[config.mk]
export PLATFORM = sky130hd
export DESIGN_NAME = ssds_supervisor
export DESIGN_NICKNAME = d
export VERILOG_FILES = /design/src/logic/ssds_pkg.sv /design/src/logic/ssds_supervisor.sv
export SDC_FILE = /design/constraint.sdc
export NUM_CORES = 1
export LEC_CHECK = 0
export BUFFER_PORTS_ARGS = -buffer_cell sky130_fd_sc_hd__clkbuf_2
export CORE_ASPECT_RATIO = 1.2
export CORE_UTILIZATION = 53
export CTS_CLUSTER_SIZE = 25
export DETAILED_ROUTE_END_ITERATION = 12
export GPL_ROUTABILITY_DRIVEN = 0
export PLACE_DENSITY = 0.75
export SYNTH_ARGS = -nofsm -noshare
export SYNTH_HDL_FRONTEND = slang
export SYNTH_SLANG_ARGS = --single-unit
[constraint.sdc]
create_clock -name i_clk -period 2.2 [get_ports i_clk]
set_clock_uncertainty 0.05 [all_clocks]
set_input_delay 0.11 -clock i_clk [delete_from_list [all_inputs] [get_ports i_clk]]
set_output_delay 0.11 -clock i_clk [all_outputs]
set_load 0.05 [all_outputs]
[src/logic/ssds_pkg.sv]
// shared constants and carriers for the safety switch diagnostic supervisor
package ssds_pkg;
  localparam int unsigned CLK_HZ       = 200_000_000;
  localparam int unsigned WARN_MIN     = 30;
  localparam longint unsigned WARN_CYC = 64'(WARN_MIN) * 64'(60) * 64'(CLK_HZ);
  localparam int unsigned FLASH_HZ     = 1;
  localparam int unsigned HALF_1HZ_CYC = CLK_HZ / (2 * FLASH_HZ);
  localparam int unsigned PULSE_MS     = 200;
  localparam int unsigned PULSE_CYC    = (CLK_HZ / 1000) * PULSE_MS;
  localparam int unsigned PAUSE_PULSES = 5;
  localparam int unsigned CHAIN_MAX    = 31;

  // request byte
  localparam int unsigned REQ_RESET_BIT = 7;
  // response byte
  localparam int unsigned RSP_OUT_ACT = 0;
  localparam int unsigned RSP_ACT_DET = 1;
  localparam int unsigned RSP_INPUTS  = 4;
  localparam int unsigned RSP_CODING  = 5;
  localparam int unsigned RSP_WARN    = 6;
  localparam int unsigned RSP_ERROR   = 7;
  // detail bytes
  localparam int unsigned DET_OUT_A  = 0;
  localparam int unsigned DET_OUT_B  = 1;
  localparam int unsigned DET_CROSS  = 2;
  localparam int unsigned DET_TEMP   = 3;
  localparam int unsigned DET_ACT    = 4;
  localparam int unsigned DET_INT    = 5;
  localparam int unsigned DET_COMM   = 6;
  localparam int unsigned DET_HANDLE = 7;

  // flash pulse counts
  localparam logic [2:0] CODE_NONE   = 3'h0;
  localparam logic [2:0] CODE_OUT_A  = 3'h1;
  localparam logic [2:0] CODE_OUT_B  = 3'h2;
  localparam logic [2:0] CODE_CROSS  = 3'h3;
  localparam logic [2:0] CODE_TEMP   = 3'h4;
  localparam logic [2:0] CODE_ACT    = 3'h5;
  localparam logic [2:0] CODE_HANDLE = 3'h6;

  typedef struct packed {
    logic out_a_test_fail;
    logic out_a_volt_off;
    logic out_b_test_fail;
    logic out_b_volt_off;
    logic cross_short;
    logic over_temp;
    logic actuator_fault;
    logic handle_fault;
    logic internal_fault;
  } ssds_fault_t;

  typedef struct packed {
    logic green;
    logic yellow;
    logic red;
  } ssds_lamp_t;

  typedef enum logic [2:0] {
    SSDS_RUN     = 3'b000,
    SSDS_WARN    = 3'b001,
    SSDS_ERROR   = 3'b010,
    SSDS_LOCK    = 3'b011,
    SSDS_TEACH   = 3'b100,
    SSDS_RELEASE = 3'b101
  } ssds_state_t;

  typedef enum logic [1:0] {
    SSDS_FL_IDLE  = 2'b00,
    SSDS_FL_ON    = 2'b01,
    SSDS_FL_OFF   = 2'b10,
    SSDS_FL_PAUSE = 2'b11
  } ssds_flash_t;
endpackage

[src/logic/ssds_supervisor.sv]
// fault supervision, lamp codes and serial diagnostic bytes of the switch
// Contract
// - green supply, yellow condition, red faults
// - open guard: outputs low; closed: high
// - internal error switches outputs off immediately
// - warning: red flashes, diag low, 30min
// - warning clears itself when cause gone
// - plain variant: error clears on cause gone+open
// - codes 1..4 are delayed warnings
// - codes 5,6 and steady red: immediate off
// - output fault: self-test fail or voltage
// - teach-in: green off, red on, yellow flash
// - release block: green flashes, rest off
// - serial chain, at most 31 switches
// - gateway loss keeps output state
// - serial reset: reset bit falls or open
// - output faults clear at next enable
// - two output faults lock until power cycle
// - response byte bit layout
// - warning detail byte bit layout
// - error detail byte bit layout
// - all flags active high
// - detail bytes readable on error/warning
// - bytes offered continuously, one request each
// - teach-in yellow flashes at 1 Hz
`timescale 1ns/100ps
`default_nettype none
module ssds_supervisor #(
  parameter longint unsigned WARN_CYCLES = ssds_pkg::WARN_CYC
) (
  // clock and reset
  input  wire logic                  i_clk,
  input  wire logic                  i_sys_rst,
  // variant straps and pin inputs
  input  wire logic                  i_serial_variant,
  input  wire logic                  i_guard_closed,
  input  wire logic                  i_safe_in_a,
  input  wire logic                  i_safe_in_b,
  input  wire logic                  i_actuator_present,
  input  wire logic                  i_coding_ok,
  input  wire logic                  i_teach_active,
  input  wire logic                  i_release_block,
  input  wire ssds_pkg::ssds_fault_t i_fault,
  // serial diagnostic link
  input  wire logic [7:0]            i_host_request_byte,
  input  wire logic                  i_host_request_valid,
  input  wire logic                  i_comm_fault,
  output logic [7:0]                 o_switch_response_byte,
  output logic [7:0]                 o_warning_detail_byte,
  output logic [7:0]                 o_error_detail_byte,
  output logic                       o_detail_valid,
  // outputs and lamps
  output logic                       o_safe_out_a,
  output logic                       o_safe_out_b,
  output logic                       o_diag_out,
  output ssds_pkg::ssds_lamp_t       o_lamp
);

  // two-flop synchronisers for all asynchronous pins
  localparam int unsigned NSYNC = 9 + 9;
  logic [NSYNC-1:0] pin_raw;
  logic [NSYNC-1:0] sync1_reg;
  logic [NSYNC-1:0] sync2_reg;
  assign pin_raw = {i_serial_variant, i_guard_closed, i_safe_in_a,
                    i_safe_in_b, i_actuator_present, i_coding_ok,
                    i_teach_active, i_release_block, i_comm_fault,
                    i_fault};
  always_ff @(posedge i_clk) begin
    if (i_sys_rst) begin
      sync1_reg <= '0;
      sync2_reg <= '0;
    end else begin
      sync1_reg <= pin_raw;
      sync2_reg <= sync1_reg;
    end
  end

  ssds_pkg::ssds_fault_t flt;
  logic serial_v, guard, in_a, in_b, act_det, coding, teach, release_blk;
  logic comm_f;
  assign {serial_v, guard, in_a, in_b, act_det, coding, teach, release_blk,
          comm_f} = sync2_reg[NSYNC-1:9];
  assign flt = sync2_reg[8:0];

  // fault classes
  logic out_a_f, out_b_f, warn_cause, err_cause, multi_out;
  assign out_a_f    = flt.out_a_test_fail | flt.out_a_volt_off;
  assign out_b_f    = flt.out_b_test_fail | flt.out_b_volt_off;
  assign warn_cause = out_a_f | out_b_f | flt.cross_short
                    | flt.over_temp;
  assign err_cause  = flt.actuator_fault | flt.handle_fault
                    | flt.internal_fault;
  assign multi_out  = out_a_f & out_b_f;

  // latched output faults survive until the next enable
  logic out_a_lat_reg, out_b_lat_reg;
  logic out_en;

  // reset bit falling edge on an accepted request
  logic req_bit_reg;
  logic reset_fall;
  always_ff @(posedge i_clk) begin
    if (i_sys_rst) begin
      req_bit_reg <= 1'b0;
    end else if (i_host_request_valid) begin
      req_bit_reg <= i_host_request_byte[ssds_pkg::REQ_RESET_BIT];
    end
  end
  assign reset_fall = serial_v & i_host_request_valid & req_bit_reg
                    & ~i_host_request_byte[ssds_pkg::REQ_RESET_BIT];

  // warning delay counter
  logic [42:0] warn_cnt_reg;
  logic        warn_expired;
  assign warn_expired = (64'(warn_cnt_reg) >= WARN_CYCLES - 64'd1);

  ssds_pkg::ssds_state_t state_reg, state_next;
  logic                  err_clear;
  logic                  cause_gone;
  assign cause_gone = ~err_cause & ~warn_cause & ~out_a_lat_reg
                    & ~out_b_lat_reg;
  // error clears on guard open, or serial reset bit falling
  assign err_clear = cause_gone & (~guard | reset_fall);

  always_comb begin
    state_next = state_reg;
    case (state_reg)
      ssds_pkg::SSDS_RUN: begin
        if (err_cause) begin
          state_next = ssds_pkg::SSDS_ERROR;
        end else if (warn_cause) begin
          state_next = ssds_pkg::SSDS_WARN;
        end
      end
      ssds_pkg::SSDS_WARN: begin
        if (err_cause) begin
          state_next = ssds_pkg::SSDS_ERROR;
        end else if (!warn_cause) begin
          state_next = ssds_pkg::SSDS_RUN;
        end else if (warn_expired) begin
          state_next = ssds_pkg::SSDS_ERROR;
        end
      end
      ssds_pkg::SSDS_ERROR: begin
        if (err_clear) begin
          state_next = ssds_pkg::SSDS_RUN;
        end
      end
      ssds_pkg::SSDS_LOCK: begin
        state_next = ssds_pkg::SSDS_LOCK;
      end
      ssds_pkg::SSDS_TEACH: begin
        if (!teach) begin
          state_next = ssds_pkg::SSDS_RUN;
        end
      end
      ssds_pkg::SSDS_RELEASE: begin
        if (!release_blk) begin
          state_next = ssds_pkg::SSDS_RUN;
        end
      end
      default: state_next = ssds_pkg::SSDS_RUN;
    endcase
    if (multi_out && state_reg != ssds_pkg::SSDS_LOCK) begin
      state_next = ssds_pkg::SSDS_LOCK;
    end else if (teach && state_reg != ssds_pkg::SSDS_LOCK) begin
      state_next = ssds_pkg::SSDS_TEACH;
    end else if (release_blk && state_reg != ssds_pkg::SSDS_LOCK) begin
      state_next = ssds_pkg::SSDS_RELEASE;
    end
  end

  // gateway loss never moves the output state: comm_f only reported
  always_ff @(posedge i_clk) begin
    if (i_sys_rst) begin
      state_reg <= ssds_pkg::SSDS_RUN;
    end else begin
      state_reg <= state_next;
    end
  end

  always_ff @(posedge i_clk) begin
    if (i_sys_rst || state_reg != ssds_pkg::SSDS_WARN) begin
      warn_cnt_reg <= '0;
    end else if (!warn_expired) begin
      warn_cnt_reg <= warn_cnt_reg + 43'h1;
    end
  end

  // outputs enabled only in run and warning with guard closed
  logic out_en_next;
  assign out_en_next = guard & in_a & in_b
                     & (state_reg == ssds_pkg::SSDS_RUN
                        | state_reg == ssds_pkg::SSDS_WARN);
  logic out_en_reg;
  always_ff @(posedge i_clk) begin
    if (i_sys_rst) begin
      out_en_reg <= 1'b0;
    end else begin
      out_en_reg <= out_en_next;
    end
  end
  assign out_en = out_en_reg;

  // output faults latched; cleared only on a rising enable
  always_ff @(posedge i_clk) begin
    if (i_sys_rst) begin
      out_a_lat_reg <= 1'b0;
      out_b_lat_reg <= 1'b0;
    end else begin
      if (out_a_f) begin
        out_a_lat_reg <= 1'b1;
      end else if (out_en_next && !out_en_reg) begin
        out_a_lat_reg <= 1'b0;
      end
      if (out_b_f) begin
        out_b_lat_reg <= 1'b1;
      end else if (out_en_next && !out_en_reg) begin
        out_b_lat_reg <= 1'b0;
      end
    end
  end

  always_ff @(posedge i_clk) begin
    if (i_sys_rst) begin
      o_safe_out_a <= 1'b0;
      o_safe_out_b <= 1'b0;
      o_diag_out   <= 1'b0;
    end else begin
      o_safe_out_a <= out_en_next;
      o_safe_out_b <= out_en_next;
      o_diag_out   <= out_en_next & ~serial_v
                    & (state_reg == ssds_pkg::SSDS_RUN);
    end
  end

  // 1 Hz blink and flash code sequencer
  logic [27:0] blink_cnt_reg;
  logic        blink_reg;
  always_ff @(posedge i_clk) begin
    if (i_sys_rst) begin
      blink_cnt_reg <= '0;
      blink_reg     <= 1'b0;
    end else if (blink_cnt_reg == 28'(ssds_pkg::HALF_1HZ_CYC - 1)) begin
      blink_cnt_reg <= '0;
      blink_reg     <= ~blink_reg;
    end else begin
      blink_cnt_reg <= blink_cnt_reg + 28'h1;
    end
  end

  logic [2:0] code;
  always_comb begin
    if (flt.handle_fault) begin
      code = ssds_pkg::CODE_HANDLE;
    end else if (flt.actuator_fault) begin
      code = ssds_pkg::CODE_ACT;
    end else if (flt.cross_short || multi_out) begin
      code = ssds_pkg::CODE_CROSS;
    end else if (flt.over_temp) begin
      code = ssds_pkg::CODE_TEMP;
    end else if (out_a_f || out_a_lat_reg) begin
      code = ssds_pkg::CODE_OUT_A;
    end else if (out_b_f || out_b_lat_reg) begin
      code = ssds_pkg::CODE_OUT_B;
    end else begin
      code = ssds_pkg::CODE_NONE;
    end
  end

  ssds_pkg::ssds_flash_t fl_reg;
  logic [25:0]           fl_tmr_reg;
  logic [2:0]            fl_cnt_reg;
  logic [2:0]            fl_code_reg;
  logic                  fl_tick;
  assign fl_tick = (fl_tmr_reg == 26'(ssds_pkg::PULSE_CYC - 1));
  always_ff @(posedge i_clk) begin
    if (i_sys_rst) begin
      fl_reg      <= ssds_pkg::SSDS_FL_IDLE;
      fl_tmr_reg  <= '0;
      fl_cnt_reg  <= '0;
      fl_code_reg <= ssds_pkg::CODE_NONE;
    end else begin
      fl_tmr_reg <= fl_tick ? 26'h0 : fl_tmr_reg + 26'h1;
      case (fl_reg)
        ssds_pkg::SSDS_FL_IDLE: begin
          if (code != ssds_pkg::CODE_NONE && fl_tick) begin
            fl_code_reg <= code;
            fl_cnt_reg  <= 3'h1;
            fl_reg      <= ssds_pkg::SSDS_FL_ON;
          end
        end
        ssds_pkg::SSDS_FL_ON: begin
          if (fl_tick) begin
            fl_reg <= ssds_pkg::SSDS_FL_OFF;
          end
        end
        ssds_pkg::SSDS_FL_OFF: begin
          if (fl_tick) begin
            if (fl_cnt_reg == fl_code_reg) begin
              fl_cnt_reg <= '0;
              fl_reg     <= ssds_pkg::SSDS_FL_PAUSE;
            end else begin
              fl_cnt_reg <= fl_cnt_reg + 3'h1;
              fl_reg     <= ssds_pkg::SSDS_FL_ON;
            end
          end
        end
        ssds_pkg::SSDS_FL_PAUSE: begin
          if (fl_tick) begin
            if (fl_cnt_reg == 3'(ssds_pkg::PAUSE_PULSES - 1)) begin
              fl_cnt_reg <= '0;
              fl_reg     <= ssds_pkg::SSDS_FL_IDLE;
            end else begin
              fl_cnt_reg <= fl_cnt_reg + 3'h1;
            end
          end
        end
        default: fl_reg <= ssds_pkg::SSDS_FL_IDLE;
      endcase
    end
  end

  // lamps
  always_ff @(posedge i_clk) begin
    if (i_sys_rst) begin
      o_lamp <= '0;
    end else begin
      o_lamp.green  <= 1'b1;
      o_lamp.yellow <= out_en_next
                     & (state_reg == ssds_pkg::SSDS_RUN);
      o_lamp.red    <= (fl_reg == ssds_pkg::SSDS_FL_ON);
      case (state_reg)
        ssds_pkg::SSDS_TEACH: begin
          o_lamp.green  <= 1'b0;
          o_lamp.red    <= 1'b1;
          o_lamp.yellow <= blink_reg;
        end
        ssds_pkg::SSDS_RELEASE: begin
          o_lamp.green  <= blink_reg;
          o_lamp.red    <= 1'b0;
          o_lamp.yellow <= 1'b0;
        end
        ssds_pkg::SSDS_ERROR, ssds_pkg::SSDS_LOCK: begin
          if (flt.internal_fault) begin
            o_lamp.red <= 1'b1;
          end
        end
        default: ;
      endcase
    end
  end

  // serial diagnostic bytes, refreshed every cycle, flags active high
  always_ff @(posedge i_clk) begin
    if (i_sys_rst) begin
      o_switch_response_byte <= '0;
      o_warning_detail_byte  <= '0;
      o_error_detail_byte    <= '0;
      o_detail_valid         <= 1'b0;
    end else begin
      o_switch_response_byte <= '0;
      o_switch_response_byte[ssds_pkg::RSP_OUT_ACT] <= out_en;
      o_switch_response_byte[ssds_pkg::RSP_ACT_DET] <= act_det;
      o_switch_response_byte[ssds_pkg::RSP_INPUTS]  <= in_a & in_b;
      o_switch_response_byte[ssds_pkg::RSP_CODING]  <= coding;
      o_switch_response_byte[ssds_pkg::RSP_WARN]    <=
        (state_reg == ssds_pkg::SSDS_WARN);
      o_switch_response_byte[ssds_pkg::RSP_ERROR]   <=
        (state_reg == ssds_pkg::SSDS_ERROR)
        | (state_reg == ssds_pkg::SSDS_LOCK);
      o_warning_detail_byte <= '0;
      o_warning_detail_byte[ssds_pkg::DET_OUT_A]  <= out_a_f;
      o_warning_detail_byte[ssds_pkg::DET_OUT_B]  <= out_b_f;
      o_warning_detail_byte[ssds_pkg::DET_CROSS]  <= flt.cross_short;
      o_warning_detail_byte[ssds_pkg::DET_TEMP]   <= flt.over_temp;
      o_warning_detail_byte[ssds_pkg::DET_INT]    <= flt.internal_fault;
      o_warning_detail_byte[ssds_pkg::DET_COMM]   <= comm_f;
      o_warning_detail_byte[ssds_pkg::DET_HANDLE] <= flt.handle_fault;
      o_error_detail_byte <= '0;
      o_error_detail_byte[ssds_pkg::DET_OUT_A]  <= out_a_lat_reg;
      o_error_detail_byte[ssds_pkg::DET_OUT_B]  <= out_b_lat_reg;
      o_error_detail_byte[ssds_pkg::DET_CROSS]  <= flt.cross_short;
      o_error_detail_byte[ssds_pkg::DET_TEMP]   <= flt.over_temp;
      o_error_detail_byte[ssds_pkg::DET_ACT]    <= flt.actuator_fault;
      o_error_detail_byte[ssds_pkg::DET_INT]    <= flt.internal_fault;
      o_error_detail_byte[ssds_pkg::DET_HANDLE] <= flt.handle_fault;
      o_detail_valid <= (state_reg != ssds_pkg::SSDS_RUN)
                      & (state_reg != ssds_pkg::SSDS_TEACH)
                      & (state_reg != ssds_pkg::SSDS_RELEASE);
    end
  end

endmodule
`default_nettype wire

After elaboration in Yosys (flattened, before gate mapping) --
Index checks and enable logic that the tools add are counted.
Storage, ports and cells: bits in registers 178, bits in latches 0, memory bits (writable) 0, memory bits (read-only) 0, input port bits 29, output and inout port bits 31, word-level logic and storage cells 160, memories kept 0
Operators by class: $add $sub $neg 4, multipliers 0, div/mod/pow operators 0, magnitude comparators 1, equal/unequal tests 31, shift-type cells 0, mux-type cells 37, bitwise operators 35, reductions and logical operators 26
Operators by type and width (count):
- two-way mux 3 bit | 19
- adder 43 x 1 -> 43 bit, second input constant | 1
- >= comparator 43 x 39 -> 1 bit, second input constant | 1
- adder 28 x 1 -> 28 bit, second input constant | 1
- == test 28 x 27 -> 1 bit, second input constant | 1
- adder 26 x 1 -> 26 bit, second input constant | 1
- == test 26 bit, second input constant | 1
- != test 5 bit, second input constant | 4
- two-way mux 2 bit | 9
- one-hot mux 3 bit (6 select lines) | 1
- bitwise AND 1 bit | 17
- AND reduction 5 bit | 3
- != test 4 bit, second input constant | 3
- != test 6 bit, second input constant | 2
- != test 2 bit, second input constant | 5
- bitwise OR 1 bit | 10
- == test 3 bit, second input constant | 3
- one-hot mux 3 bit (3 select lines) | 1
- nonzero test 3 bit | 3
- NOT 1 bit | 8
- one-hot mux 2 bit (4 select lines) | 1
- OR reduction 2 bit | 4
- != test 7 bit, second input constant | 1
- == test 3 x 2 -> 1 bit, second input constant | 2
- other kinds (19) | 32

Logic depth before layout (Yosys ltp) --
depth after elaboration 14, mapped depth 9, gate-level depth less buffers 7

Worst setup path after synthesis --
OpenSTA, ideal clock, no wires.
path type flip-flop to flip-flop, start point register warn_cnt_reg[39], end point register state_reg[1], setup time 120 ps, arrival 2099 ps, required time 2030 ps, slack -69 ps, cell stages (with the launch flop) 7, path buffers 0, clock period less this slack 2269 ps, cell sequence dfxtp_1 -> or4_4 -> a21o_1 -> a211oi_4 -> nand2_4 -> or3b_1 -> o31a_1
On the way: word-level cells in the longest chain between the ends 3
Ends and longest elaborated chain:
- start: declaration | RTL line ssds_supervisor.sv:113 | logic [42:0] warn_cnt_reg;
- start signal: assignment | RTL line ssds_supervisor.sv:186 | warn_cnt_reg <= warn_cnt_reg + 43'h1;
- >= comparator 43 x 39 -> 1 bit | RTL line ssds_supervisor.sv:115 | assign warn_expired = (64'(warn_cnt_reg) >= WARN_CYCLES - 64'd1);
- != test 7 bit (no source line)
- AND reduction 5 bit (no source line)
- end signal: assignment | RTL line ssds_supervisor.sv:176 | state_reg <= ssds_pkg::SSDS_RUN;
- end signal: assignment | RTL line ssds_supervisor.sv:178 | state_reg <= state_next;
- end: declaration | RTL line ssds_supervisor.sv:117 | ssds_pkg::ssds_state_t state_reg, state_next;
Every way passes these cells. A chain may end at the register's enable or synchronous reset.

Worst setup path after layout --
Ends and elaborated chain as after synthesis.

==> run_results.csv <==
group,metric,value,unit
clock_network,htree_num_levels,4,
sta,fin_crit_sh,107.5,%
sta,slew_headroom,61.85,%
pwr,p_leak,3.383,nW
job,max_cap_viol_count,0,
floorplanning,die_w,107.3,um
floorplanning,start_util,54.96,%
setup_path,crit_family,"simple AND/OR/NAND/NOR gates",
detailed_routing,ant_nets,0,
grt,antenna_found_initial,0,
detailed_routing,drcViolationCount,0,
synthesis,ys_top_cells_by_area,"dfxtp_1, nor2_1, xor2_1",
sta,rsz0062_at_grt,"true",
clock_network,ctsRootBufferMaster,"clkbuf_16",
clock_network,insertion_delay,0.44,ns
setup_path,cp-startpoint,"warn_cnt_reg[39]",
status,status,"complete, but fails checks",
final_layout,nets,962,
floorplanning,rows,45,
synthesis,yosysTopAreaCellShare,48.24,%
floorplanning,dieArea,13780,um2
setup_path,cp.arrival,2.64,ns
grt,grt_pass1_vias,5936,
synthesis,synth_area,7056,um2
sta,layout_min_cycle_time,2.366,ns
grt,overflow,0,
synthesis,synth.most_common_cell,"dfxtp_1",
hold_path,min_from,"i_sys_rst",
synthesis,ys_async_sr_fraction,0,%
setup_path,cp-end-kind,"flip-flop",
setup_path,ff2ff_path_depth,7,
final_layout,largest_reg_flops,43,
pwr,power.density,723.3,nW/um2
grt,grt_first_pass_wirelength,25.63,mm
setup_path,cp_slowest_cell,"or4_4",
synthesis,syn_inst,794,
sta,hold_viol,0,
grt,grt_max_degree,41,
floorplanning,core,12840,um2
synthesis,syn_area_per_cell,8.886,um2
detailed_routing,dr_total_vias,6275,
floorplanning,die_h,128.4,um
setup_path,reg2reg_slack,-0.17,ns
setup_path,cp_max_fo,4,
setup_path,cp_num_cells,7,
final_layout,layout-drive-gt1-share,24.12,%
floorplanning,io_pins,60,
synthesis,synth_edf_count,0,
sta,finalSetupViolations,37,
detailed_routing,routed_wl,16.44,mm
setup_path,path_cells,"or4_4 > a21o_1 > a211oi_4 > nand2_4 > buf_6 > or3b_4 > o31a_1",
clock_network,cts.clk_slew.worst_paths,0.07,ns
detailed_routing,wl_per_cell,14.88,um
synthesis,yosysUniqueCellTypes,62,
sta,final_max_slew_viol_count,0,
setup_path,cpPeakStageDelay,0.53,ns
detailed_routing,drt_iter0_drc,319,
placed_design,dp_hpwl,10.50,mm
synthesis,yosys.area.top_type,"dfxtp_1",
sta,setup_slack,-0.1660,ns
sta,fmax,422.6,MHz
setup_path,crit_buf_inv,1,
setup_path,regToRegStartpoint,"warn_cnt_reg[39]",
status,violations,"setup timing",
detailed_routing,vias_per_cell,5.679,
pwr,peakVddDrop,0.6332,mV
placed_design,port_buffers,48,
detailed_routing,firstDrtPassIters,5,
setup_path,crit_path_end,"state_reg[1]",
setup_path,path_class,"flip-flop to flip-flop",
setup_path,cp-start-kind,"flip-flop",
final_layout,antennaDiodeCount,0,
clock_network,numClockSinks,170,
clock_network,cts_buffer_depth,2,
sta,tightest_slew,0.5648,ns
clock_network,numCtsBuffers,17,
synthesis,ys_warn_count,0,
clock_network,cts_tree,"built",
grt,grt_usage,23.14,%
synthesis,yosysSeqAreaShare,48.24,%
synthesis,ys_ff_latch,170,
synthesis,synth_top_flop_cell,"dfxtp_1",
setup_path,rr_endpoint,"state_reg[1]",
final_layout,area_growth,27.82,%
hold_path,hold_class,"input port to flip-flop",
synthesis,ys_top_cells_by_count,"dfxtp_1, nor2_1, nand2_1",
pwr,p_total,6.523,mW
placed_design,dpl_worst_slack,-0.2087,ns
setup_path,crit_required,2.47,ns
[stage by stage]
step / utilization, % / hold slack [ns] / std cells / setup TNS [ns] / instance area, um2
2_1_floorplan: - / 0.1882 / 797 / -0.01955 / 7069
3_3_place_gp: 60.91 / 0.2709 / 1037 / -1.505 / 7819
3_5_place_dp: 60.91 / 0.2730 / 1037 / -3.407 / 7819
4_1_cts: 67.93 / 0.09249 / 1100 / -4.570 / 8721
5_1_grt: 70.25 / 0.1328 / 1105 / -6.344 / 9019
6_report: 70.25 / 0.09594 / 1105 / -3.006 / 9019
[worst min-delay path by stage]
| stage | endpoint | cells after the start |
|---|---|---|
| after floorplan | sync1_reg[0] | 1 |
| after global placement | sync1_reg[5] | 2 |
| after detailed placement | sync1_reg[9] | 2 |
| after CTS | o_error_detail_byte[1] | 4 |
| after global routing | sync2_reg[6] | 3 |
| final | o_error_detail_byte[1] | 4 |
[cells in the final DEF (no fill, tap or decap), drive strengths merged, types with 3 or more instances in the layout]
| master | netlist | routed |
|---|---|---|
| clkbuf | 17 | 66 |
| nand2b | 3 | 3 |
| nor2 | 111 | 111 |
| nor4 | 19 | 19 |
| a211oi | 3 | 3 |
| or2 | 4 | 4 |
| nand4 | 33 | 33 |
| mux2i | 3 | 3 |
| xnor2 | 31 | 31 |
| o211ai | 4 | 4 |
| o31ai | 8 | 8 |
| nor2b | 45 | 45 |
| or3 | 17 | 17 |
| buf | 18 | 77 |
| nor3 | 13 | 13 |
| dfxtp | 170 | 170 |
| conb | 1 | 4 |
| nor4b | 4 | 4 |
| ha | 5 | 5 |
| and3 | 17 | 17 |
| or4 | 15 | 15 |
| nand3 | 42 | 43 |
| and2 | 5 | 5 |
| nand2 | 56 | 56 |
| o21ai | 21 | 21 |
| dlygate4sd3 | 0 | 20 |
| xor2 | 36 | 36 |
| a21oi | 38 | 38 |
| a31oi | 5 | 5 |
| and4 | 4 | 4 |
| inv | 22 | 34 |
[cell families (layout without fill, tap and decap cells)]
| logic type | Yosys count | in the layout | synth area share [%] |
|---|---|---|---|
| xor+xnor | 67 | 67 | 8.317 |
| fa+ha+maj | 5 | 5 | 0.8867 |
| compound gates | 94 | 94 | 8.441 |
| simple gates | 397 | 398 | 29.90 |
| flops | 170 | 170 | 48.24 |
| buf+inv | 57 | 200 | 3.742 |
| mux | 3 | 3 | 0.4256 |
| other cells | 1 | 4 | 0.05315 |
[power breakdown]
group	leakage [nW]	internal (mW)	switching (mW)
combinational	1.72	0.153	0.265
clock	0.282	1.51	1.39
sequential	1.39	3.15	0.0540
total	3.38	4.82	1.71
[tightest hold or removal path, stage by stage]
cell      delay (ns)
clkbuf_2        0.10
inv_1           0.14
nand2_1         0.14
inv_1           0.05
[layer usage]
layer,wire length (um),global-route usage [%],vias up
met4,386,9.347,0
met2,8659,42.66,203
met3,806,5.268,39
met5,0,0,-
li1,-,-,3023
met1,6589,25.54,3010
[final cells by class]
type                       instances  area (um2)
fill                             894        3819
multi-input combinational        571        3622
sequential                       170        3413
timing repair buffer             146        1124
clock buffer                      17       425.4
tap                              164       205.2
clock inverter                    15       146.4
inverter                          22       82.58
[what timing repair did]
| item | 4_1_cts | 5_1_grt |
|---|---|---|
| endpoints found under the setup margin | 32 | 66 |
| gates resized for setup | 15 | 62 |
| endpoints found under the hold margin | 19 | 0 |
| gates cloned | 0 | 2 |
| setup buffers | 11 | 3 |
| pin swaps | 22 | 46 |
| hold buffers | 20 | 0 |
Power figures use the tool's default switching activity.
